## config.mk

```make
export PLATFORM = sky130hd
export DESIGN_NAME = rx_demod_config_regs
export DESIGN_NICKNAME = d
export VERILOG_FILES = /design/src/rx_cfg_pkg.sv /design/src/rx_demod_config_regs.sv
export VERILOG_INCLUDE_DIRS = /design/src
export SDC_FILE = /design/constraint.sdc
export NUM_CORES = 1
export LEC_CHECK = 0
export ABC_AREA = 1
export BUFFER_PORTS_ARGS = -buffer_cell sky130_fd_sc_hd__buf_2
export CELL_PAD_IN_SITES_DETAIL_PLACEMENT = 0
export CELL_PAD_IN_SITES_GLOBAL_PLACEMENT = 1
export CORE_ASPECT_RATIO = 0.7
export CORE_UTILIZATION = 45
export CTS_CLUSTER_DIAMETER = 80
export DETAILED_ROUTE_END_ITERATION = 7
export MAX_ROUTING_LAYER = met4
export PLACE_DENSITY_LB_ADDON = 0.1
export SLEW_MARGIN = 20
export SYNTH_ARGS = -nofsm -noshare
export SYNTH_HDL_FRONTEND = slang
export SYNTH_SLANG_ARGS = --single-unit
```

## constraint.sdc

```tcl
create_clock -name sys_clk -period 15.42 [get_ports sys_clk]
set_clock_uncertainty 0.05 [all_clocks]
set_input_delay 1.542 -clock sys_clk [delete_from_list [all_inputs] [get_ports sys_clk]]
set_output_delay 1.542 -clock sys_clk [all_outputs]
set_load 0.01 [all_outputs]
```

## src/rx_cfg_defines.svh

```systemverilog
`ifndef RX_CFG_DEFINES_SVH
`define RX_CFG_DEFINES_SVH
// Register select codes carried in the low four bits of each word.
`define SEL_RX_CLOCK      4'h3
`define SEL_DEMOD_SETUP   4'h4
`define SEL_SYNC_PATTERN  4'h5
`define SEL_CORR_SETUP    4'h6
`define SEL_TEST          4'hc
`define SEL_OFFSET_GAIN   4'hd
// Receive clock register fields.
`define DEMOD_DIV_HI      7
`define DEMOD_DIV_LO      4
`define CDR_DIV_HI        15
`define CDR_DIV_LO        8
`define SEQ_DIV_HI        31
`define SEQ_DIV_LO        16
`define RX_CLOCK_RESET    32'h0001_0113
// Demodulator setup fields.
`define DEMOD_TYPE_HI     5
`define DEMOD_TYPE_LO     4
`define POST_BW_HI        15
`define POST_BW_LO        6
`define LOCK_THR_HI       23
`define LOCK_THR_LO       16
`define LOCK_MODE_HI      25
`define LOCK_MODE_LO      23
`define LOCK_MODE_PIN_IN  3'h4
`define LOCK_MODE_TIMEOUT 3'h5
`define LOCK_MODE_SYNC_A  3'h2
`define LOCK_MODE_SYNC_B  3'h3
// Correlator setup fields.
`define LNA_REDUCED_BIT   15
`define DOT_PRODUCT_BIT   16
`define MIXER_LIN_BIT     17
`define RX_INVERT_BIT     18
`define FILTER_CAL_BIT    19
`define FILTER_DIV_HI     28
`define FILTER_DIV_LO     20
// Test register and offset/gain fields, sync hold count and top LNA gain code.
`define TEST_A_HI         17
`define TEST_A_LO         14
`define TEST_NO_OFFSET    4'h7
`define TEST_WITH_OFFSET  4'ha
`define OFFSET_HI         19
`define OFFSET_LO         4
`define GAIN_HI           23
`define GAIN_LO           20
`define OFFSET_SHIFT      12
`define SYNC_HOLD_BITS    4'h9
`define LNA_GAIN_TOP      2'h3
`endif

```

## src/rx_cfg_pkg.sv

```systemverilog
package rx_cfg_pkg;
   // Demodulator type codes in register order.
   typedef enum logic [1:0] {demod_linear, demod_corr, demod_ask, demod_invalid} demod_type_t;
endpackage

```

## src/rx_demod_config_regs.sv

```systemverilog
`include "rx_cfg_defines.svh"
// Behaviour
// Words shift in MSB first on serial clock rises; latch on latch-enable rise.
// Low four bits of the word select the destination register.
// Select code 0110 writes the correlator/demodulator setup register.
// Host keeps crystal over demod divider below 12 MHz FSK, 6 MHz ASK.
// Host sets recovery divider near thirty-two times data rate within 2%.
// Host sets sequencer clock near 100 kHz FSK, 40 kHz ASK.
// Demod type 00 linear, 01 correlator, 10 ASK/OOK, 11 invalid.
// Lock modes 0 to 3 drive the interrupt/lock pin as an output.
// Lock mode 4 turns the pin into an input that locks the threshold.
// Lock mode 5 locks after threshold setting sequencer clock periods.
// Host uses modes 1, 3, 4 or 5 for runs longer than seven.
// Host sets postdemod bandwidth from cutoff near 0.75 of data rate.
// A 24-bit sync pattern is stored; detection active for modes 010, 011.
// Pin rises on pattern match in receive, falls after nine more bits.
// Transmitter sends sync pattern MSB first, LSB last.
// Nine-bit filter divider is stored; each write with calibrate bit starts calibration.
// Host keeps discriminator bandwidth at or below 600.
// Reduced-gain bit forbids the top LNA gain setting.
// Host disables AGC or powers ADC before voltage readbacks.
// AFC valid in receive with linear or correlator; RSSI valid in receive.
// Host keeps AGC thresholds more than 30 settings apart.
// Host programs the AFC scaling coefficient from the crystal frequency.
// Test output is second-order error-feedback sigma-delta of active filter output.
// Sigma-delta runs on recovery clock ticks; filters on demodulator clock ticks.
// Test mode 7 enables converter without offset, mode 10 with offset.
// With offset, input is two to the gain times signal minus offset/4096.
// Writes with an unimplemented select code change nothing.
module rx_demod_config_regs
   import rx_cfg_pkg::*;
(
   input  wire logic        sys_clk,
   input  wire logic        sys_rst,
   input  wire logic        serial_clock,
   input  wire logic        serial_data_in,
   input  wire logic        serial_latch_enable,
   input  wire logic        rx_mode,
   input  wire logic        rx_bit,
   input  wire logic        rx_bit_valid,
   input  wire logic [15:0] linear_filter_out,
   input  wire logic [15:0] corr_filter_out,
   input  wire logic [1:0]  lna_gain_request,
   input  wire logic        int_lock_in,
   output logic             int_lock_out,
   output logic             int_lock_oe,
   output logic             demod_locked,
   output logic [1:0]       lna_gain,
   output logic             afc_valid,
   output logic             rssi_valid,
   output logic             filter_cal_start,
   output logic [8:0]       filter_clock_divider,
   output logic [1:0]       demod_type,
   output logic [9:0]       post_demod_bw,
   output logic             dot_product_select,
   output logic             mixer_linearity_bit,
   output logic             demod_tick,
   output logic             clock_output_pin
);
   logic [2:0]  sclk_q, sle_q;
   logic [1:0]  sdi_q, pin_q;
   logic [31:0] shift_q;
   logic [31:0] rx_clock_q, demod_setup_q, correlator_demod_setup_q, test_q, offset_gain_q;
   logic [23:0] sync_pattern_q, rx_hist_q;
   logic [3:0]  demod_cnt_q, sync_left_q;
   logic [7:0]  cdr_cnt_q, lock_cnt_q;
   logic [15:0] seq_cnt_q;
   logic        cdr_tick_q, seq_tick_q, sync_hit_q, timeout_lock_q;
   logic signed [19:0] err1_q, err2_q;

   // Serial pins pass two flip-flops; the third stage only feeds edge detection.
   always_ff @(posedge sys_clk or posedge sys_rst) begin
      if (sys_rst) begin
         sclk_q <= 3'h0;
         sle_q  <= 3'h0;
         sdi_q  <= 2'h0;
         pin_q  <= 2'h0;
      end else begin
         sclk_q <= {sclk_q[1:0], serial_clock};
         sle_q  <= {sle_q[1:0], serial_latch_enable};
         sdi_q  <= {sdi_q[0], serial_data_in};
         pin_q  <= {pin_q[0], int_lock_in};
      end
   end

   wire       sclk_rise = sclk_q[1] & ~sclk_q[2];
   wire       latch     = sle_q[1] & ~sle_q[2];
   wire [3:0] sel       = shift_q[3:0];
   wire       wr_clock  = latch && (sel == `SEL_RX_CLOCK);
   wire       wr_demod  = latch && (sel == `SEL_DEMOD_SETUP);
   wire       wr_sync   = latch && (sel == `SEL_SYNC_PATTERN);
   wire       wr_corr   = latch && (sel == `SEL_CORR_SETUP);
   wire       wr_test   = latch && (sel == `SEL_TEST);
   wire       wr_offset = latch && (sel == `SEL_OFFSET_GAIN);

   // Shift register fills MSB first on each serial clock rise.
   always_ff @(posedge sys_clk or posedge sys_rst) begin
      if (sys_rst) shift_q <= 32'h0;
      else if (sclk_rise) shift_q <= {shift_q[30:0], sdi_q[1]};
   end

   // Latch the word into the selected register; other codes are dropped.
   always_ff @(posedge sys_clk or posedge sys_rst) begin
      if (sys_rst) begin
         rx_clock_q               <= `RX_CLOCK_RESET;
         demod_setup_q            <= 32'h0;
         sync_pattern_q           <= 24'h0;
         correlator_demod_setup_q <= 32'h0;
         test_q                   <= 32'h0;
         offset_gain_q            <= 32'h0;
      end else begin
         if (wr_clock) rx_clock_q <= shift_q;
         if (wr_demod) demod_setup_q <= shift_q;
         if (wr_sync) sync_pattern_q <= shift_q[31:8];
         if (wr_corr) correlator_demod_setup_q <= shift_q;
         if (wr_test) test_q <= shift_q;
         if (wr_offset) offset_gain_q <= shift_q;
      end
   end

   // Field decode.
   wire [2:0]  lock_mode = demod_setup_q[`LOCK_MODE_HI:`LOCK_MODE_LO];
   wire [7:0]  lock_thr  = demod_setup_q[`LOCK_THR_HI:`LOCK_THR_LO];
   wire        sync_en   = (lock_mode == `LOCK_MODE_SYNC_A) || (lock_mode == `LOCK_MODE_SYNC_B);
   wire        pin_input = (lock_mode == `LOCK_MODE_PIN_IN);
   wire [3:0]  demod_div = rx_clock_q[`DEMOD_DIV_HI:`DEMOD_DIV_LO];
   wire [7:0]  cdr_div   = rx_clock_q[`CDR_DIV_HI:`CDR_DIV_LO];
   wire [15:0] seq_div   = rx_clock_q[`SEQ_DIV_HI:`SEQ_DIV_LO];
   wire        reduced   = correlator_demod_setup_q[`LNA_REDUCED_BIT];
   wire        rx_inv    = correlator_demod_setup_q[`RX_INVERT_BIT];
   wire [3:0]  test_a    = test_q[`TEST_A_HI:`TEST_A_LO];
   wire        dac_plain = (test_a == `TEST_NO_OFFSET);
   wire        dac_offs  = (test_a == `TEST_WITH_OFFSET);

   // Clock dividers: a zero divide value behaves as one.
   wire demod_end = (demod_cnt_q + 4'h1 >= demod_div);
   wire cdr_end   = (cdr_cnt_q + 8'h1 >= cdr_div);
   wire seq_end   = (seq_cnt_q + 16'h1 >= seq_div);
   always_ff @(posedge sys_clk or posedge sys_rst) begin
      if (sys_rst) begin
         demod_cnt_q <= 4'h0;
         cdr_cnt_q   <= 8'h0;
         seq_cnt_q   <= 16'h0;
         demod_tick  <= 1'b0;
         cdr_tick_q  <= 1'b0;
         seq_tick_q  <= 1'b0;
      end else begin
         demod_cnt_q <= demod_end ? 4'h0 : demod_cnt_q + 4'h1;
         seq_cnt_q   <= seq_end ? 16'h0 : seq_cnt_q + 16'h1;
         demod_tick  <= demod_end;
         seq_tick_q  <= seq_end;
         if (demod_end) cdr_cnt_q <= cdr_end ? 8'h0 : cdr_cnt_q + 8'h1;
         cdr_tick_q  <= demod_end && cdr_end;
      end
   end

   // Timeout lock restarts on each demodulator setup write and counts sequencer ticks.
   // The count stops at the threshold, so a threshold of 255 cannot wrap to zero.
   always_ff @(posedge sys_clk or posedge sys_rst) begin
      if (sys_rst) begin
         lock_cnt_q     <= 8'h0;
         timeout_lock_q <= 1'b0;
      end else if (wr_demod) begin
         lock_cnt_q     <= 8'h0;
         timeout_lock_q <= 1'b0;
      end else begin
         if (seq_tick_q && (lock_cnt_q < lock_thr)) lock_cnt_q <= lock_cnt_q + 8'h1;
         timeout_lock_q <= (lock_cnt_q >= lock_thr);
      end
   end

   // Sync matcher on received bits; pin stays up for nine more bits.
   wire [23:0] hist_d = {rx_hist_q[22:0], rx_bit ^ rx_inv};
   always_ff @(posedge sys_clk or posedge sys_rst) begin
      if (sys_rst) begin
         rx_hist_q   <= 24'h0;
         sync_hit_q  <= 1'b0;
         sync_left_q <= 4'h0;
      end else if (rx_bit_valid) begin
         rx_hist_q <= hist_d;
         if (rx_mode && sync_en && (hist_d == sync_pattern_q)) begin
            sync_hit_q  <= 1'b1;
            sync_left_q <= `SYNC_HOLD_BITS;
         end else if (sync_left_q != 4'h0) begin
            sync_left_q <= sync_left_q - 4'h1;
            sync_hit_q  <= (sync_left_q != 4'h1);
         end
      end
   end

   // Pin direction, lock state and validity flags.
   always_ff @(posedge sys_clk or posedge sys_rst) begin
      if (sys_rst) begin
         int_lock_oe      <= 1'b0;
         int_lock_out     <= 1'b0;
         demod_locked     <= 1'b0;
         lna_gain         <= 2'h0;
         afc_valid        <= 1'b0;
         rssi_valid       <= 1'b0;
         filter_cal_start <= 1'b0;
      end else begin
         int_lock_oe  <= !pin_input;
         int_lock_out <= sync_en ? sync_hit_q : demod_locked;
         if (pin_input) demod_locked <= pin_q[1];
         else if (lock_mode == `LOCK_MODE_TIMEOUT) demod_locked <= timeout_lock_q;
         else demod_locked <= 1'b0;
         lna_gain <= (reduced && lna_gain_request == `LNA_GAIN_TOP) ?
                     `LNA_GAIN_TOP - 2'h1 : lna_gain_request;
         afc_valid  <= rx_mode && (demod_type == demod_linear || demod_type == demod_corr);
         rssi_valid <= rx_mode;
         filter_cal_start <= wr_corr && shift_q[`FILTER_CAL_BIT];
      end
   end

   assign demod_type           = demod_setup_q[`DEMOD_TYPE_HI:`DEMOD_TYPE_LO];
   assign post_demod_bw        = demod_setup_q[`POST_BW_HI:`POST_BW_LO];
   assign filter_clock_divider = correlator_demod_setup_q[`FILTER_DIV_HI:`FILTER_DIV_LO];
   assign dot_product_select   = correlator_demod_setup_q[`DOT_PRODUCT_BIT];
   assign mixer_linearity_bit  = correlator_demod_setup_q[`MIXER_LIN_BIT];

   // Test converter input: active filter output, optional offset and gain.
   wire signed [15:0] filt_sel = (demod_type == demod_linear) ? linear_filter_out
                                                              : corr_filter_out;
   wire signed [16:0] offs_val = {1'b0, offset_gain_q[`OFFSET_HI:`OFFSET_LO]} >>> `OFFSET_SHIFT;
   wire signed [16:0] diff_val = 17'(filt_sel) - offs_val;
   wire [3:0]         gain     = offset_gain_q[`GAIN_HI:`GAIN_LO];
   wire signed [15:0] dac_in   = dac_offs ? 16'(diff_val <<< gain) : filt_sel;
   wire signed [19:0] sd_v     = 20'(dac_in) + (err1_q <<< 1) - err2_q;
   wire signed [19:0] sd_y     = sd_v[19] ? -20'sd32768 : 20'sd32767;

   // Second-order error-feedback modulator stepped by recovery ticks.
   always_ff @(posedge sys_clk or posedge sys_rst) begin
      if (sys_rst) begin
         err1_q           <= 20'sh0;
         err2_q           <= 20'sh0;
         clock_output_pin <= 1'b0;
      end else if (cdr_tick_q && (dac_plain || dac_offs)) begin
         err2_q           <= err1_q;
         err1_q           <= sd_v - sd_y;
         clock_output_pin <= !sd_v[19];
      end else if (!(dac_plain || dac_offs)) begin
         clock_output_pin <= 1'b0;
      end
   end
endmodule

```

==> metrics.md <==
| Metric | Value |
|---|---|
| Outcome | `complete, no violations` |
| Ratio of cells with drive above 1 in the final layout | `9.61%` |
| Cell variety after synth | `54` |
| CTS H-tree lvls | `1` |
| Post-DR wirelength/cell | `16.3 um` |
| TritonCTS Buffers | `28` |
| Critical Path Start | `demod_setup_q[5]` |
| Placer congestion estimate | `0.887` |
| Initial drt markers | `987` |
| Final wirelength | `40100 um` |
| Tightest Pin Transition | `1.05 ns` |
| Seq pwr share | `29.3%` |
| Critical Path Max Stage Delay | `0.69 ns` |
| NetSw | `0.00111 W` |
| Pwr/cell area | `154 nW/um2` |
| Fin Setup TNS | `0 ns` |
| Post-CTS sizing | `0` |
| Net Count, Synth | `2111` |
| Antenna violations before repair | `0` |
| Die extent in x | `223 um` |
| Die Y-Extent | `157 um` |
| Sequential-to-total area share from yosys stat | `42.1%` |
| Max frequency | `124 MHz` |
| Gate Count Post-Synth | `1974` |
| Largest net degree at the start of global routing | `121` |
| Final hold slack | `0.298 ns` |
| CP Class | `flip-flop to flip-flop` |
| Io pins | `76` |
| Peak VDD IR | `0.000105 V` |
| Clock share of power | `26.9%` |
| Clock transition at the registers of the reported paths | `0.06 ns` |
| Worst hold start | `pin_q[0]` |
| Sw Ratio | `42.4%` |
| Die ar. | `34900 um2` |
| Vias in the first global route | `11.5k` |
| Rows | `56` |
| Combinational share of power | `43.7%` |
| Fin crit share | `52.2%` |
| Crit end category | `flip-flop` |
| Post-DP HPWL | `30000 um` |
| Startpoint types | `flip-flop` |
| Final setup violation count | `0` |
| Yosys warnings | `0` |
| Initial Utilization | `45.8%` |
| WP buf/inv | `3` |
| DR DRC count | `0` |
| Gr ovfl total | `0` |
| CTS max path bufs | `3` |
| Vias post-DR | `12.7k` |
| Internal | `0.00150 W` |
| First-pass GRT wire length | `64200 um` |
| Asr flop ratio synth | `100%` |
| EDFF count, synth | `0` |
| Area growth syn-to-layout | `10.1%` |
| CTS tree | `yes` |
| Worst reg2reg path startpoint | `demod_setup_q[5]` |
| Router iterations before antenna repair | `5` |
| Static leakage power | `8.34 nW` |
| Post-synth top flop | `dfrtp_1` |
| Avg Cell Area, Syn | `7.78 um2` |
| Port Buffers | `75` |
| GRT Overall Usage | `24.2%` |
| Max-Cap Viols | `0` |
| Num Clock Sinks | `258` |
| Rel. slew slack | `29.5%` |
| Crit-path leading delay family | `simple AND/OR/NAND/NOR gates` |
| Final critical-path required period | `8.05 ns` |
| Setup Buffers After CTS | `0` |
| CP arrival | `8.40 ns` |
| Total power | `0.00261 W` |
| #FFs+latches synth | `258` |
| Max-slew violation count | `0` |
| Root Driver | `clkbuf_16` |
| Min-delay worst type | `flip-flop to flip-flop` |
| RSZ-0062 raised after global routing | `false` |
| Nets@finish | `2144` |
| CTS Hold Bufs | `0` |
| Routed Antenna Nets | `0` |
| Core area | `33600 um2` |
| Synth Cell Area | `15400 um2` |
| CP required | `15.77 ns` |
| Worst path slowest cell | `o311ai_0` |
| Worst-skew pair later-pin latency | `0.56 ns` |
| Final Hold Fails | `0` |
| Via density | `5.14` |
| Largest fanout on the critical path | `30` |
| Most frequent CP cell | `nand2_1` |
final cells by class:
type                            count  area (um2)
Fill cell                        3251       16600
Antenna cell                        1        2.50
Sequential cell                   258        6460
Inverter                          302        1140
Clock inverter                     10         129
Clock buffer                       42         843
Timing Repair Buffer               83         439
Multi-Input combinational cell   1334        7360
Tap cell                          435         544
layer usage:
metal	GRT usage (%)	wire length (um)
met1	40.5	22600
met2	29.5	14600
met3	3.21	2250
met4	5.12	703
met5	-	0
power by group through the flow:
stage	sequential [W]	combinational (W)	clock [W]
floorplan	0.000767	0.000863	0
global placement	0.000776	0.00112	0
detailed placement	0.000777	0.00112	0
CTS	0.000765	0.00113	0.000722
global route	0.000771	0.00130	0.000749
finish	0.000765	0.00114	0.000703
cell usage after synthesis (5+ instances only):
cell type  instances  area (um2)
o211ai_1           7        52.6
o22ai_1            5        31.3
xor2_1            39         342
o21ai_1            9        45.0
or2_2              7        43.8
nand2_4            7        78.8
a31oi_1            6        37.5
nor4_1             5        31.3
nor3_1            20         100
clkbuf_1          47         176
a21oi_1           66         330
dfrtp_1          255        6380
nand2_2           18         113
o21ai_0          237        1190
buf_4             23         173
inv_1            295        1110
inv_2              5        18.8
nand3b_1           5        37.5
ha_1              74         926
nor2_1           126         473
o21a_1             9        67.6
nand3_1          117         586
nor2_4             5        56.3
nand4_1           17         106
xnor2_1           19         166
fa_1              20         400
nand2_1          469        1760
buf_2              5        25.0
state kept, by name (all words and copies together), names as in the netlist, 13 cells and up:
signal	flops
seq_cnt_q	16
correlator_demod_setup_q	13
rx_clock_q	28
err2_q	20
err1_q	20
shift_q	32
rx_hist_q	23
demod_setup_q	22
sync_pattern_q	24
cell families (layout without fill, tap and decap cells):
logic type,count (synthesis),after routing,synth area share (%)
simple gates,810,810,22.7
buf+inv,382,437,10.1
compound gates,369,369,13.0
flops,258,258,42.1
fa+ha+maj,94,94,8.63
xor+xnor,58,58,3.31
mux,3,3,0.204
other cells,0,1,0
layout by cell type (no fill, tap or decap), drive strengths merged, types with 2 or more instances in the layout:
cell type,n
nand4,17
ha,74
and2,2
a31oi,6
clkbuf,42
a21boi,4
nand3b,5
o221ai,2
nor2,135
dfstp,3
a21oi,68
a31o,2
xnor2,19
buf,83
clkinv,8
o311ai,2
mux2i,2
or2,7
a21o,3
o22ai,5
o21bai,2
fa,20
o21ai,250
nand2,494
a211oi,3
inv,302
nand3,121
dfrtp,255
nor3,20
a22oi,3
xor2,39
o211ai,7
o21a,9
bufinv,2
nor4,5
worst reg2reg max path, delay by kind of cell, from the launching register on:
family	cells	cell delay [ns]
compound gates	4	1.35
flops	1	0.59
buf+inv	3	0.44
fa+ha+maj	5	1.72
mux	1	0.43
simple gates	22	3.32
through the flow:
step,area [um2],std cells,worst slack (ns),util (%)
2_1_floorplan,15400,1974,6.73,-
3_3_place_gp,15900,2412,7.28,47.5
3_5_place_dp,15900,2412,7.13,47.5
4_1_cts,16900,2464,7.47,50.4
5_1_grt,16900,2464,6.67,50.4
6_report,16900,2465,7.37,50.4
final timing paths:
check | cells past startpoint | slack (ns) | to
worst max-delay path | 35 | 7.37 | err1_q[7]
worst min-delay path | 0 | 0.30 | pin_q[1]
worst max register to register | 35 | 7.37 | err1_q[7]
worst min register to register | 0 | 0.30 | pin_q[1]
max in group asynchronous | 4 | 12.17 | rx_hist_q[10]
min in group asynchronous | 2 | 1.15 | correlator_demod_setup_q[27]
Note: power is estimated with default switching activity, not from simulation.
